$ cat config.mk
export PLATFORM = sky130hd
export DESIGN_NAME = pdsm_top
export DESIGN_NICKNAME = d
export VERILOG_FILES = /design/src/pkg/pdsm_pkg.sv /design/src/verilog/pdsm_post_div.sv /design/src/verilog/pdsm_ss_mod.sv /design/src/verilog/pdsm_top.sv
export SDC_FILE = /design/constraint.sdc
export NUM_CORES = 1
export LEC_CHECK = 0
export ABC_AREA = 0
export BUFFER_PORTS_ARGS = -buffer_cell sky130_fd_sc_hd__clkbuf_2
export CORE_UTILIZATION = 28
export DETAILED_ROUTE_END_ITERATION = 10
export PLACE_DENSITY = 0.43
export SLEW_MARGIN = 20
export SYNTH_ARGS = -nofsm -noshare
export SYNTH_HDL_FRONTEND = slang
export SYNTH_SLANG_ARGS = --single-unit
$ cat constraint.sdc
create_clock -name clk_i -period 8.85 [get_ports clk_i]
set_input_delay 0.4425 -clock clk_i [delete_from_list [all_inputs] [get_ports clk_i]]
set_output_delay 0.4425 -clock clk_i [all_outputs]
set_load 0.01 [all_outputs]
$ cat src/pkg/pdsm_pkg.sv
// Package: register map, field layout and shared types for the divider and spread modulator block
package pdsm_pkg;

  // ****************************************************************
  // Register offsets (byte addresses, one 32-bit word each)
  // ****************************************************************
  localparam logic [7:0] PDSM_OFF_FB2 = 8'h00;     // Third PLL feedback integer and prescaler
  localparam logic [7:0] PDSM_OFF_BANK0 = 8'h04;   // Bank post-divider registers, four per bank step
  localparam logic [7:0] PDSM_OFF_SS0 = 8'h20;     // Modulator control, first PLL
  localparam logic [7:0] PDSM_OFF_SD0 = 8'h24;     // Samples 0..7, first PLL
  localparam logic [7:0] PDSM_OFF_SD0H = 8'h28;    // Samples 8..11, first PLL
  localparam logic [7:0] PDSM_OFF_SS1 = 8'h30;     // Modulator control, second PLL
  localparam logic [7:0] PDSM_OFF_SD1 = 8'h34;     // Samples 0..7, second PLL
  localparam logic [7:0] PDSM_OFF_SD1H = 8'h38;    // Samples 8..11, second PLL
  localparam logic [7:0] PDSM_OFF_STAT = 8'h3c;    // Status, read only

  // ****************************************************************
  // Field positions and sizes
  // ****************************************************************
  localparam int PDSM_NBANK = 5;                   // Banks with a post-divider
  localparam int PDSM_NSAMP = 12;                  // Stored samples per PLL
  localparam int PDSM_CTL_STEP_LSB = 0;            // Step period code [3:0]
  localparam int PDSM_CTL_CNT_LSB = 4;             // Quadrant sample pair count [7:4]
  localparam int PDSM_CTL_OFF_LSB = 8;             // Offset [13:8]
  localparam int PDSM_CTL_LSB_RANDOMIZE_ENABLE_BIT = 16;           // LSB randomize enable
  localparam int PDSM_CTL_X2_BIT = 17;             // Amplitude double
  localparam int PDSM_BANK_SEL_LSB = 16;           // Post select [17:16]
  localparam int PDSM_FB_PRE_LSB = 16;             // Prescaler [23:16]

  // ****************************************************************
  // Encodings and reset values
  // ****************************************************************
  localparam logic [1:0] PDSM_PSEL_OFF = 2'h0;
  localparam logic [1:0] PDSM_PSEL_DIV1 = 2'h1;
  localparam logic [1:0] PDSM_PSEL_DIV2 = 2'h2;
  localparam logic [1:0] PDSM_PSEL_CNT = 2'h3;
  localparam logic [9:0] PDSM_CNT_ADD = 10'h002;   // Programmed count plus two
  localparam logic [4:0] PDSM_STEP_ADD = 5'h02;    // Step code plus two
  localparam logic [31:0] PDSM_RST_WORD = 32'h0000_0000;
  localparam logic [15:0] PDSM_LFSR_SEED = 16'hace1;

  // Configuration carried into one modulator
  typedef struct packed {
    logic [3:0] step;
    logic [3:0] cnt;
    logic [5:0] offset;
    logic lsb_randomize_enable;
    logic x2;
    logic [47:0] samp;
  } pdsm_ss_cfg_s;

  // Wishbone request
  typedef struct packed {
    logic cyc;
    logic stb;
    logic we;
    logic [3:0] sel;
    logic [7:0] adr;
    logic [31:0] dat;
  } pdsm_wb_req_s;

endpackage

$ cat src/verilog/pdsm_post_div.sv
// Module: one bank post-divider with select and final divide-by-two
`timescale 1ns/10ps
module pdsm_post_div
  import pdsm_pkg::*;
(
  input wire logic clk_i,
  input wire logic rst_i,
  input wire logic [1:0] sel_i,          // Post select
  input wire logic [9:0] count_i,        // Programmed count
  input wire logic run_i,                // Source PLL powered
  output logic clk_o                     // Bank clock output
);

  logic [10:0] cnt_q;                    // Divide counter
  logic tick_q;                          // Divided edge enable
  logic out_q;                           // Final toggle stage
  wire logic [10:0] limit;               // Terminal count
  wire logic en;                         // Bank runs

  // Terminal count per selection
  assign limit = (sel_i == PDSM_PSEL_DIV2) ? 11'h001 :
                 (sel_i == PDSM_PSEL_CNT) ? {1'b0, count_i} + {1'b0, PDSM_CNT_ADD} - 11'h001 : 11'h000;
  assign en = run_i && (sel_i != PDSM_PSEL_OFF);

  // Counter gives one enable every limit+1 cycles
  always_ff @(posedge clk_i) begin
    if (rst_i || !en) begin
      cnt_q <= 11'h000;
      tick_q <= 1'b0;
    end else if (cnt_q >= limit) begin
      cnt_q <= 11'h000;
      tick_q <= 1'b1;
    end else begin
      cnt_q <= cnt_q + 11'h001;
      tick_q <= 1'b0;
    end
  end

  // Extra divide-by-two before the pin; held low when off
  always_ff @(posedge clk_i) begin
    if (rst_i || !en) begin
      out_q <= 1'b0;
    end else if (tick_q) begin
      out_q <= ~out_q;
    end
  end

  assign clk_o = out_q;

  a_off_quiet: assert property (@(posedge clk_i) disable iff (rst_i)
    (sel_i == PDSM_PSEL_OFF) [*2] |-> !clk_o) else $error("disabled bank toggles");

endmodule // pdsm_post_div

$ cat src/verilog/pdsm_ss_mod.sv
// Module: spread spectrum and fractional offset modulator for one PLL
`timescale 1ns/10ps
module pdsm_ss_mod
  import pdsm_pkg::*;
(
  input wire logic clk_i,                // Phase-detector rate clock
  input wire logic rst_i,
  input wire pdsm_ss_cfg_s cfg_i,        // Live configuration
  output logic [7:0] frac_o,             // Fractional adder in 1/64 units, signed about offset
  output logic active_o,                 // Modulator running
  output logic period_o                  // Pulse at period start
);

  // ****************************************************************
  // State
  // ****************************************************************
  typedef enum logic [3:0] {
    PDSM_Q_UP = 4'b0001, PDSM_Q_DN = 4'b0010, PDSM_Q_NUP = 4'b0100, PDSM_Q_NDN = 4'b1000
  } pdsm_quad_e;
  pdsm_quad_e quad_q;                    // Current quadrant
  pdsm_ss_cfg_s shd_q;                   // Shadow copy used during a period
  logic [4:0] hold_q;                    // Cycles in current sample
  logic [3:0] idx_q;                     // Sample index within quadrant
  logic [7:0] acc_q;                     // Running sum of deltas
  logic [15:0] lfsr_q;                   // Dither source
  logic [7:0] frac_q;
  logic per_q;

  wire logic [4:0] hold_max;
  wire logic [3:0] qlen;
  wire logic step;
  wire logic qend;
  wire logic [3:0] cur_delta;
  wire logic [7:0] amp;
  wire logic [7:0] signed_v;

  // Pick a 4-bit sample from the packed store
  function automatic logic [3:0] pick(input logic [47:0] s, input logic [3:0] i);
    pick = s[i*4 +: 4];
  endfunction

  assign hold_max = {1'b0, shd_q.step} + PDSM_STEP_ADD - 5'h01;
  assign qlen = {shd_q.cnt[2:0], 1'b0};  // Twice the low three count bits
  assign step = (hold_q >= hold_max);
  assign qend = step && (idx_q == qlen - 4'h1);
  assign cur_delta = pick(shd_q.samp, (quad_q == PDSM_Q_UP || quad_q == PDSM_Q_NUP) ? idx_q : qlen - 4'h1 - idx_q);
  assign amp = shd_q.x2 ? {acc_q[6:0], 1'b0} : acc_q;
  assign signed_v = (quad_q == PDSM_Q_NUP || quad_q == PDSM_Q_NDN) ? 8'h00 - amp : amp;

  // Hold counter, sample index and quadrant walk
  always_ff @(posedge clk_i) begin
    if (rst_i || shd_q.step == 4'h0) begin
      hold_q <= 5'h00;
      idx_q <= 4'h0;
      quad_q <= PDSM_Q_UP;
      acc_q <= 8'h00;
    end else if (step) begin
      hold_q <= 5'h00;
      idx_q <= qend ? 4'h0 : idx_q + 4'h1;
      // Accumulate on way up, unwind on way down
      acc_q <= (quad_q == PDSM_Q_UP || quad_q == PDSM_Q_NUP) ? acc_q + {4'h0, cur_delta} :
               acc_q - {4'h0, cur_delta};
      if (qend) begin
        unique case (quad_q)
          PDSM_Q_UP: quad_q <= PDSM_Q_DN;
          PDSM_Q_DN: quad_q <= PDSM_Q_NUP;
          PDSM_Q_NUP: quad_q <= PDSM_Q_NDN;
          PDSM_Q_NDN: quad_q <= PDSM_Q_UP;
          default: quad_q <= PDSM_Q_UP;
        endcase
      end
    end else begin
      hold_q <= hold_q + 5'h01;
    end
  end

  // Shadow reload only at period start or while idle
  always_ff @(posedge clk_i) begin
    if (rst_i) begin
      shd_q <= '0;
    end else if (shd_q.step == 4'h0 || (qend && quad_q == PDSM_Q_NDN)) begin
      shd_q <= cfg_i;
    end
  end

  // Dither LFSR
  always_ff @(posedge clk_i) begin
    if (rst_i) begin
      lfsr_q <= PDSM_LFSR_SEED;
    end else begin
      lfsr_q <= {lfsr_q[14:0], lfsr_q[15] ^ lfsr_q[13] ^ lfsr_q[12] ^ lfsr_q[10]};
    end
  end

  // Output value: offset plus waveform, lsb dithered
  always_ff @(posedge clk_i) begin
    if (rst_i || shd_q.step == 4'h0) begin
      frac_q <= 8'h00;
      per_q <= 1'b0;
    end else begin
      frac_q <= ({2'b00, shd_q.offset} + signed_v) ^ {7'h00, shd_q.lsb_randomize_enable & lfsr_q[0]};
      per_q <= qend && quad_q == PDSM_Q_NDN;
    end
  end

  assign frac_o = frac_q;
  assign active_o = (shd_q.step != 4'h0);
  assign period_o = per_q;

  a_idle_zero: assert property (@(posedge clk_i) disable iff (rst_i)
    !active_o |=> frac_o == 8'h00) else $error("idle modulator output nonzero");
  a_hold_bound: assert property (@(posedge clk_i) disable iff (rst_i)
    hold_q <= hold_max || !active_o) else $error("hold count overran");

endmodule // pdsm_ss_mod

$ cat src/verilog/pdsm_top.sv
// Module: divider and spread modulator block with its Wishbone register file
//
// The Wishbone register port and the register offsets were decided locally.
`timescale 1ns/10ps
module pdsm_top
  import pdsm_pkg::*;
(
  input wire logic clk_i,
  input wire logic rst_i,
  input wire logic wb_cyc_i,
  input wire logic wb_stb_i,
  input wire logic wb_we_i,
  input wire logic [3:0] wb_sel_i,
  input wire logic [7:0] wb_adr_i,
  input wire logic [31:0] wb_dat_i,
  output logic [31:0] wb_dat_o,
  output logic wb_ack_o,
  output logic [PDSM_NBANK-1:0] bank_clk_o,    // Banks with post-dividers
  output logic vco_min_o,                      // Third PLL oscillator held at minimum
  output logic pll2_pwr_o,                     // Third PLL powered
  output logic [7:0] frac0_o,                  // First PLL fractional feedback adder
  output logic [7:0] frac1_o                   // Second PLL fractional feedback adder
);

  // ****************************************************************
  // Registers
  // ****************************************************************
  logic [31:0] fb2_q;                          // Feedback integer [11:0], prescaler [23:16]
  logic [31:0] bank_q [PDSM_NBANK];            // Count [9:0], select [17:16]
  logic [31:0] ss_q [2];                       // Modulator control per PLL
  logic [31:0] sdl_q [2];                      // Samples 0..7
  logic [31:0] sdh_q [2];                      // Samples 8..11
  logic ack_q;
  logic [31:0] rdat_q;
  logic vmin_q;
  logic pwr_q;
  logic [PDSM_NBANK-1:0] bclk_q;
  logic [7:0] f0_q;
  logic [7:0] f1_q;

  // ****************************************************************
  // Decode
  // ****************************************************************
  wire logic req;
  wire logic wr;
  wire logic [31:0] wmask;
  wire logic [31:0] rd_mux;
  wire logic [PDSM_NBANK-1:0] bclk_raw;
  wire logic [7:0] fr [2];
  wire logic [1:0] act;
  wire pdsm_ss_cfg_s cfg [2];

  // Byte-lane mask from select
  function automatic logic [31:0] lanes(input logic [3:0] s);
    lanes = {{8{s[3]}}, {8{s[2]}}, {8{s[1]}}, {8{s[0]}}};
  endfunction

  // Merge write data into a stored word
  function automatic logic [31:0] merge(input logic [31:0] old, input logic [31:0] nw, input logic [31:0] m);
    merge = (old & ~m) | (nw & m);
  endfunction

  assign req = wb_cyc_i && wb_stb_i && !ack_q;
  assign wr = req && wb_we_i;
  assign wmask = lanes(wb_sel_i);

  // Read selection; unmapped reads return zero
  assign rd_mux =
    (wb_adr_i == PDSM_OFF_FB2) ? {8'h00, fb2_q[23:16], 4'h0, fb2_q[11:0]} :
    (wb_adr_i == PDSM_OFF_BANK0) ? {14'h0, bank_q[0][17:0]} :
    (wb_adr_i == PDSM_OFF_BANK0 + 8'h04) ? {14'h0, bank_q[1][17:0]} :
    (wb_adr_i == PDSM_OFF_BANK0 + 8'h08) ? {14'h0, bank_q[2][17:0]} :
    (wb_adr_i == PDSM_OFF_BANK0 + 8'h0c) ? {14'h0, bank_q[3][17:0]} :
    (wb_adr_i == PDSM_OFF_BANK0 + 8'h10) ? {14'h0, bank_q[4][17:0]} :
    (wb_adr_i == PDSM_OFF_SS0) ? {14'h0, ss_q[0][17:0]} :
    (wb_adr_i == PDSM_OFF_SD0) ? sdl_q[0] :
    (wb_adr_i == PDSM_OFF_SD0H) ? {16'h0, sdh_q[0][15:0]} :
    (wb_adr_i == PDSM_OFF_SS1) ? {14'h0, ss_q[1][17:0]} :
    (wb_adr_i == PDSM_OFF_SD1) ? sdl_q[1] :
    (wb_adr_i == PDSM_OFF_SD1H) ? {16'h0, sdh_q[1][15:0]} :
    (wb_adr_i == PDSM_OFF_STAT) ? {14'h0, act, f1_q, f0_q} : 32'h0;

  // Bus ack one cycle after request, dropped next cycle
  always_ff @(posedge clk_i) begin
    if (rst_i) begin
      ack_q <= 1'b0;
      rdat_q <= PDSM_RST_WORD;
    end else begin
      ack_q <= req;
      rdat_q <= req ? rd_mux : rdat_q;
    end
  end

  // Write of the third PLL word
  always_ff @(posedge clk_i) begin
    if (rst_i) begin
      fb2_q <= PDSM_RST_WORD;
    end else if (wr && wb_adr_i == PDSM_OFF_FB2) begin
      fb2_q <= merge(fb2_q, wb_dat_i, wmask);
    end
  end

  // Writes of bank and modulator words
  for (genvar b = 0; b < PDSM_NBANK; b++) begin : g_bank
    always_ff @(posedge clk_i) begin
      if (rst_i) begin
        bank_q[b] <= PDSM_RST_WORD;
      end else if (wr && wb_adr_i == PDSM_OFF_BANK0 + 8'(4 * b)) begin
        bank_q[b] <= merge(bank_q[b], wb_dat_i, wmask);
      end
    end
    pdsm_post_div u_div (
      .clk_i(clk_i),
      .rst_i(rst_i),
      .sel_i(bank_q[b][PDSM_BANK_SEL_LSB +: 2]),
      .count_i(bank_q[b][9:0]),
      .run_i(pwr_q),
      .clk_o(bclk_raw[b])
    );
  end

  for (genvar p = 0; p < 2; p++) begin : g_ss
    localparam logic [7:0] BASE = p == 0 ? PDSM_OFF_SS0 : PDSM_OFF_SS1;
    always_ff @(posedge clk_i) begin
      if (rst_i) begin
        ss_q[p] <= PDSM_RST_WORD;
        sdl_q[p] <= PDSM_RST_WORD;
        sdh_q[p] <= PDSM_RST_WORD;
      end else if (wr) begin
        if (wb_adr_i == BASE) ss_q[p] <= merge(ss_q[p], wb_dat_i, wmask);
        if (wb_adr_i == BASE + 8'h04) sdl_q[p] <= merge(sdl_q[p], wb_dat_i, wmask);
        if (wb_adr_i == BASE + 8'h08) sdh_q[p] <= merge(sdh_q[p], wb_dat_i, wmask);
      end
    end
    assign cfg[p] = '{step: ss_q[p][PDSM_CTL_STEP_LSB +: 4], cnt: ss_q[p][PDSM_CTL_CNT_LSB +: 4],
                      offset: ss_q[p][PDSM_CTL_OFF_LSB +: 6], lsb_randomize_enable: ss_q[p][PDSM_CTL_LSB_RANDOMIZE_ENABLE_BIT],
                      x2: ss_q[p][PDSM_CTL_X2_BIT], samp: {sdh_q[p][15:0], sdl_q[p]}};
    pdsm_ss_mod u_mod (
      .clk_i(clk_i),
      .rst_i(rst_i),
      .cfg_i(cfg[p]),
      .frac_o(fr[p]),
      .active_o(act[p]),
      .period_o()
    );
  end

  // Outputs registered; third PLL power and minimum-frequency state
  always_ff @(posedge clk_i) begin
    if (rst_i) begin
      vmin_q <= 1'b0;
      pwr_q <= 1'b0;
      bclk_q <= '0;
      f0_q <= 8'h00;
      f1_q <= 8'h00;
    end else begin
      vmin_q <= (fb2_q[11:0] == 12'h000);
      pwr_q <= (fb2_q[PDSM_FB_PRE_LSB +: 8] != 8'h00);
      bclk_q <= bclk_raw;
      f0_q <= fr[0];
      f1_q <= fr[1];
    end
  end

  assign wb_dat_o = rdat_q;
  assign wb_ack_o = ack_q;
  assign bank_clk_o = bclk_q;
  assign vco_min_o = vmin_q;
  assign pll2_pwr_o = pwr_q;
  assign frac0_o = f0_q;
  assign frac1_o = f1_q;

  a_ack_once: assert property (@(posedge clk_i) disable iff (rst_i)
    wb_ack_o |=> !wb_ack_o) else $error("ack held two cycles");
  a_ack_follows: assert property (@(posedge clk_i) disable iff (rst_i)
    req |=> wb_ack_o) else $error("request not answered next cycle");
  a_pwr_track: assert property (@(posedge clk_i) disable iff (rst_i)
    fb2_q[23:16] != 8'h00 |=> pll2_pwr_o) else $error("powered PLL not flagged");
  a_vco_min: assert property (@(posedge clk_i) disable iff (rst_i)
    fb2_q[11:0] == 12'h000 |=> vco_min_o) else $error("zero feedback not flagged");
  a_pre_off: assert property (@(posedge clk_i) disable iff (rst_i)
    fb2_q[23:16] == 8'h00 [*4] |-> bank_clk_o == '0) else $error("banks run while powered down");

endmodule // pdsm_top
# After elaboration in Yosys (flattened, before gate mapping)
# Memories as Yosys holds them, arrays and structs flattened.
# Index checks and enable logic that the tools add are counted.
[word_totals] mem_count=4 romBits=0 ff_bits=369 output_inout_bits=56 mem_bits_rw=352 latchBits=0
[op_classes] n_lt_le_gt_ge=7 mul=0 eq_ne=32 add_sub_neg=35 n_reduce_logical=58 shifts=2 muxes=92 bitwise=52 div_mod_pow=0
[memory_table] name="bank_q" words=5 width=32 read_ports=5 rd_clocked_by_memory_dff=0 wr=5 line="pdsm_top.sv:29" text="logic [31:0] bank_q [PDSM_NBANK];"
[memory_table] name="sdh_q" words=2 width=32 read_ports=2 rd_clocked_by_memory_dff=0 wr=2 line="pdsm_top.sv:32" text="logic [31:0] sdh_q [2];"
[memory_table] name="sdl_q" words=2 width=32 read_ports=2 rd_clocked_by_memory_dff=0 wr=2 line="pdsm_top.sv:31" text="logic [31:0] sdl_q [2];"
[memory_table] name="ss_q" words=2 width=32 read_ports=2 rd_clocked_by_memory_dff=0 wr=2 line="pdsm_top.sv:30" text="logic [31:0] ss_q [2];"
[op_table] operator="$mux W32" n=22
[op_table] operator="$and A32 B32 Y32" n=13
[op_table] operator="$or A32 B32 Y32" n=12
[op_table] operator="$mux W11" n=10
[op_table] operator="$shiftx A48 B7 Y4" n=2
[op_table] operator="$eq A8 B6 Y1 const B" n=7
[op_table] operator="$add A10 B2 Y11 const B" n=5
[op_table] operator="$add A11 B1 Y11 const B" n=5
[op_table] operator="$ge A11 B11 Y1" n=5
[op_table] operator="$sub A11 B1 Y11 const B" n=5
[op_table] operator="$mux W8" n=6
[op_table] operator="$mux W1" n=46
[op_table] operator="$mux W18" n=2
[op_table] operator="$not A32 Y32" n=1
[op_table] operator="$pmux W4 S3" n=2
[op_table] operator="$eq A2 B2 Y1 const B" n=10
[op_table] operator="$logic_and A1 B1 Y1" n=18
[op_table] operator="$add A6 B8 Y8" n=2
[op_table] operator="$add A8 B4 Y8" n=2
[op_table] operator="$eq A8 B4 Y1 const B" n=2
[op_table] operator="$eq A8 B5 Y1 const B" n=2
[op_table] operator="$mux W4" n=4
[op_table] operator="$sub A1 B8 Y8 const A" n=2
[op_table] operator="$sub A8 B4 Y8" n=2
[op_table] operator="28 further kinds" n=91

# Longest topological paths before layout
[logic_depth] word_depth=14 ltp_mapped=24 ltp_nobuf=23

# Modules after synthesis
# A second synthesis with hierarchy kept.
[hier_totals] cells_unflattened=3440 area_unflattened_um2=32303.5
[by_module_without_submodules] mod="pdsm_top" area_each_um2=15077.0 cells_each=1434 n_inst=1
[by_module_without_submodules] mod="pdsm_ss_mod at g_ss[1].u_mod" area_each_um2=6129.6 cells_each=729 n_inst=1
[by_module_without_submodules] mod="pdsm_ss_mod at g_ss[0].u_mod" area_each_um2=6004.5 cells_each=694 n_inst=1
[by_module_without_submodules] mod="pdsm_post_div at g_bank[2].u_div ..." area_each_um2=1008.5 cells_each=115 n_inst=3
[by_module_without_submodules] mod="pdsm_post_div at g_bank[0].u_div ..." area_each_um2=1033.5 cells_each=119 n_inst=2

# Least setup slack after synthesis
# Ideal clock, no wire load.
[synth_path] path_kind="register to register" from="register g_ss[0].u_mod.qlen[1] (netlist name)" to="register g_ss[0].u_mod.acc_q[7]" stages_incl_launch_ff=24 required_time_ns=8.734 path_buffers=0 setup_time_ns=0.116 arrival_ns=4.480 synth_period_minus_slack_ns=4.596 path_slack_ns=4.254 path_cell_list="dfxtp_1 inv_1 ha_1 inv_1 ha_1 o21a_1 or3b_1 nand4_1 nand2b_1 or4_1 o211ai_1 inv_1 ha_1 nand2_1 o21ai_1 ha_1 a21o_1 a21oi_1 nor2b_1 o21a_1 o41a_1 xor2_1 a21oi_1 a31o_2"
[synth_via] elab_chain_len=6 word_cells_on_any_way=7 classes_between="add/sub (4); shift (1); mux (2)"
[synth_rtl] element="$sub A4 B1 Y4 (*)" line="pdsm_ss_mod.sv:46" text="assign cur_delta = pick(shd_q.samp, (quad_q == PDSM_Q_UP || quad_q == PDSM_Q_NUP) ? idx_q : qlen - 4'h1 - idx_ ..."
[synth_rtl] element="$sub A4 B4 Y4 (*)" line="pdsm_ss_mod.sv:46"
[synth_rtl] element="$mux W4 (*)" line="pdsm_ss_mod.sv:46"
[synth_rtl] element="$shiftx A48 B7 Y4 (*)" line="pdsm_ss_mod.sv:39" text="pick = s[i*4 +: 4];"
[synth_rtl] element="$sub A8 B4 Y8 or $add A8 B4 Y8 (tied branches)" line="pdsm_ss_mod.sv:62, pdsm_ss_mod.sv:61"
[synth_rtl] element="$mux W8 (*)" line="pdsm_ss_mod.sv:61" text="acc_q <= (quad_q == PDSM_Q_UP || quad_q == PDSM_Q_NUP) ? acc_q + {4'h0, cur_delta} :"
[synth_rtl] element="to (signal assigned)" line="pdsm_ss_mod.sv:61"
[synth_rtl] element="to (decl)" line="pdsm_ss_mod.sv:24" text="logic [7:0] acc_q;"
# Every way passes the cells marked *; elsewhere a longest branch is shown, timed or not.
# A chain may end at the register's enable or synchronous reset.

# Worst setup path in the final report
[layout_path] from="register g_ss[1].u_mod.idx_q[1]" to="register g_ss[1].u_mod.acc_q[7]"
[layout_via] elab_chain_len=5 word_cells_on_any_way=6 classes_between="add/sub (3); shift (1); mux (2)"
[layout_rtl] element="from (decl)" line="pdsm_ss_mod.sv:23" text="logic [3:0] idx_q;"
[layout_rtl] element="from (signal assigned)" line="pdsm_ss_mod.sv:59" text="idx_q <= qend ? 4'h0 : idx_q + 4'h1;"
[layout_rtl] element="$sub A4 B4 Y4" line="pdsm_ss_mod.sv:46"
[layout_rtl] element="$mux W4 (*)" line="pdsm_ss_mod.sv:46"
[layout_rtl] element="$shiftx A48 B7 Y4 (*)" line="pdsm_ss_mod.sv:39"
[layout_rtl] element="$sub A8 B4 Y8 or $add A8 B4 Y8 (tied branches)" line="pdsm_ss_mod.sv:62, pdsm_ss_mod.sv:61"
[layout_rtl] element="$mux W8 (*)" line="pdsm_ss_mod.sv:61"
[layout_rtl] element="to (signal assigned)" line="pdsm_ss_mod.sv:61"
[layout_rtl] element="to (decl)" line="pdsm_ss_mod.sv:24"
# Marked as above.

==> impl_metrics.csv <==
group,metric,value,unit
setup_path,start_kind,"flip-flop",
floorplanning,die_w,329,um
placement,port_buffers,104,
global_routing,grt_pass1_vias,22163,
power,seqPwrFrac,0.443,
setup_path,required,9.38,ns
sta,finalCritPeriodShare,0.646,
outcome,violations,"DRC",
detailed_routing,ant_nets,0,
synthesis,syn_nets,3369,
synthesis,synthCells,3193,
layout,syn_to_final_growth,13.9,%
floorplanning,boundaryPins,105,
cts,ctsHoldBuffers,0,
power,p_leak,12.6,nW
synthesis,synth_flop_cell,"dfxtp_1",
synthesis,yosysTopAreaCell,"dfxtp_1",
synthesis,syn_area_per_cell,9.36,um^2
floorplanning,fp-row-count,119,
power,swShare,0.270,
sta,grt_setup_unrepaired,"no",
sta,hold_viol,0,
outcome,status,"complete, but fails checks",
synthesis,yosysWarnings,0,
sta,setup_viol,0,
sta,period_needed,5.71,ns
setup_path,rr_worst_depth,21,
floorplanning,core,106000,um^2
setup_path,worstPathMaxFanout,15,
sta,worst_slew_margin_rel,0.254,
cts,cts_sinks,579,
global_routing,grt_max_degree,94,
detailed_routing,vias_per_cell,5.02,
global_routing,grt_usage,0.177,
placement,hpwlAfterDp,66.7,mm
setup_path,endpoint_kind,"flip-flop",
synthesis,yosysSeqAreaShare,0.462,
layout,stdcell_area,34000,um^2
detailed_routing,routed_wl,96.7,mm
synthesis,synth_top_cell_area_share,0.239,
global_routing,grt_overflow_total,0,
cts,cts-root-buf,"clkbuf_16",
detailed_routing,route.detailed.drc,12,
global_routing,grt_pass1_wl,145,mm
power,switching_power,1.83,mW
cts,cts_buffers,75,
floorplanning,start_util,0.283,
global_routing,antenna_found_initial,3,
detailed_routing,detail_route.iter0.violations,2040,
power,p_clk_frac,0.452,
sta,fin_tns_setup,0,ns
synthesis,synth.top_cells.by_area,"dfxtp_1 (24%), edfxtp_1 (22%), a21oi_1 (6.7%), nand2_1 (5.3%), ha_1 (5.2%)",
detailed_routing,wire_per_inst,20.8,um
floorplanning,die_height,329,um
layout,drive_gt1_frac,0.104,
cts,path_clk_slew,0.06,ns
synthesis,synth_most_common_cell,"nand2_1",
layout,fillers,10946,
detailed_routing,vias,23348,
layout,final_util,0.322,
synthesis,synth_edf_count,222,
sta,tightest_slew,1.12,ns
synthesis,ys_types,90,
synthesis,syn_area,29900,um^2
flow_run,maxCapViolations,0,
synthesis,async_flop_share,0,
placement,place_inst,4507,
synthesis,ys_seq_elements,579,
floorplanning,die-area,108000,um^2
synthesis,ys_top_cells_by_count,"nand2_1 (425), a21oi_1 (398), dfxtp_1 (357), nand2b_1 (238), edfxtp_1 (222)",
placement,place_area,31600,um^2
sta,drv_slew,0,
cts,cts.repair.resized,0,
layout,finalNetCount,3369,
layout,fin_cells,4648,
power,power.internal,4.93,mW
cts,cts_setup_buffers,0,
setup_path,worstSetupPathType,"reg2reg",
power,power,6.76,mW
hold_path,whs_path_depth,3,
placement,routabilityCongestion,0.854,
cts,cts_tree,"yes",
power,pwr-share-comb,0.105,
cts,clockBufferDepth,3,
sta,fmax,175,MHz
setup_path,worstPathArrival,6.25,ns
cts,insertion_delay,0.65,ns
cts,h-tree-depth,3,
sta,clock_skew,0.0311,ns
detailed_routing,drtPass1Iterations,9,
power,power_density,199,nW/um^2
hold_path,hp-class,"in2reg",
power,irDropWorstVdd,0.142,mV
==> cells in the final DEF (no fill, tap or decap), drive strengths merged, types with 49 or more instances in the layout <==
cell	n
nand2	425
a21oi	399
dfxtp	357
nand2b	238
edfxtp	222
clkbuf	212
nor2	208
ha	123
xnor2	103
nand3	87
o21ai	69
mux2i	64
and3	58
xor2	57
inv	51
a21o	49
==> metrics by stage <==
stage	worst slack, ns	hold WS, ns
6_report	3.14	0.0571
5_1_grt	2.64	0.0398
4_1_cts	3.10	0.0269
3_5_place_dp	3.14	0.393
3_3_place_gp	3.21	0.391
2_1_floorplan	4.25	0.389
==> per-layer routing <==
| layer | vias up | part of all wire | track usage |
|---|---|---|---|
| met2 | 524 | 0.44 | 0.269 |
| li1 | 11332 | - | - |
| met3 | 135 | 0.046 | 0.0268 |
| met1 | 11357 | 0.49 | 0.257 |
| met4 | 0 | 0.023 | 0.0487 |
| met5 | - | 0 | 0 |
==> cells by family after synthesis <==
family,after synthesis,synth area share
multiplexers,98,0.0464
buffers and inverters,260,0.0347
XOR/XNOR,160,0.0474
flip-flops,579,0.462
adder cells (fa/ha/maj),127,0.0542
AND/OR/NAND/NOR,1204,0.198
AO/OA/AOI/OAI,765,0.157
==> flip-flops by register name (all words and copies together) (netlist names), 5 cells and up, named ones only <==
signal	count
g_ss.u_mod.idx_q	8
sdh_q	32
g_ss.u_mod.lfsr_q	32
g_ss.u_mod.shd_q	120
frac1_o	8
g_ss.u_mod.hold_q	10
g_bank.u_div.tick_q	5
frac0_o	8
sdl_q	64
ss_q	36
g_ss.u_mod.acc_q	16
g_ss.u_mod.quad_q	8
g_ss.u_mod.qlen	6
bank_clk_o	5
wb_dat_o	32
bank_q	90
g_bank.u_div.cnt_q	55
g_ss.u_mod.frac_o	16
g_bank.u_div.clk_o	5
==> path summary, 6_finish.rpt <==
kind | start | to | slack [ns]
setup / recovery | g_ss[1].u_mod.idx_q[1]$_SDFFE_PP0P_ | g_ss[1].u_mod.acc_q[7]$_SDFFE_PP0P_ | 3.14
hold / removal | wb_dat_i[10] | flip-flop | 0.06
hold reg to reg | g_ss[0].u_mod.lfsr_q[14]$_SDFF_PP0_ | g_ss[0].u_mod.lfsr_q[15]$_SDFF_PP1_ | 0.41
setup reg to reg | g_ss[1].u_mod.idx_q[1]$_SDFFE_PP0P_ | g_ss[1].u_mod.acc_q[7]$_SDFFE_PP0P_ | 3.14
==> power groups by stage <==
stage / combinational [mW] / sequential [mW] / clock [mW]
after floorplan: 0.521 / 2.99 / 0
after global placement: 0.717 / 3.05 / 0
after detailed placement: 0.719 / 3.05 / 0
after CTS: 0.722 / 2.99 / 3.14
after global routing: 0.790 / 3.01 / 3.23
final: 0.712 / 2.99 / 3.06
==> critical path: stages, from the launching register on <==
cell and delay [ns]:
dfxtp_1 0.80, inv_1 0.18, ha_1 0.58, o21a_1 0.29, or3_1 0.30, nand3_1 0.10
xor2_1 0.68, a21oi_1 0.09, a21oi_1 0.16, o21a_1 0.20, ha_1 0.25, nand2_1 0.05
o21ai_1 0.11, ha_1 0.32, a21o_1 0.16, a21oi_1 0.23, nor2b_1 0.08, o21a_1 0.18
o41a_1 0.32, xor2_1 0.21, a21oi_1 0.09, a31o_2 0.22
==> area by class of cell <==
class                           count  area (um^2)  area share
Antenna cell                        2         5.00    0.000147
Clock buffer                      109         2210      0.0650
Clock inverter                     30          241     0.00710
Inverter                           47          176     0.00518
Multi-Input combinational cell   2354        15100       0.443
Sequential cell                   579        13800       0.406
Tap cell                         1391         1740      0.0511
Timing Repair Buffer              136          771      0.0226
No activity file was read; power rests on OpenSTA's default activity.
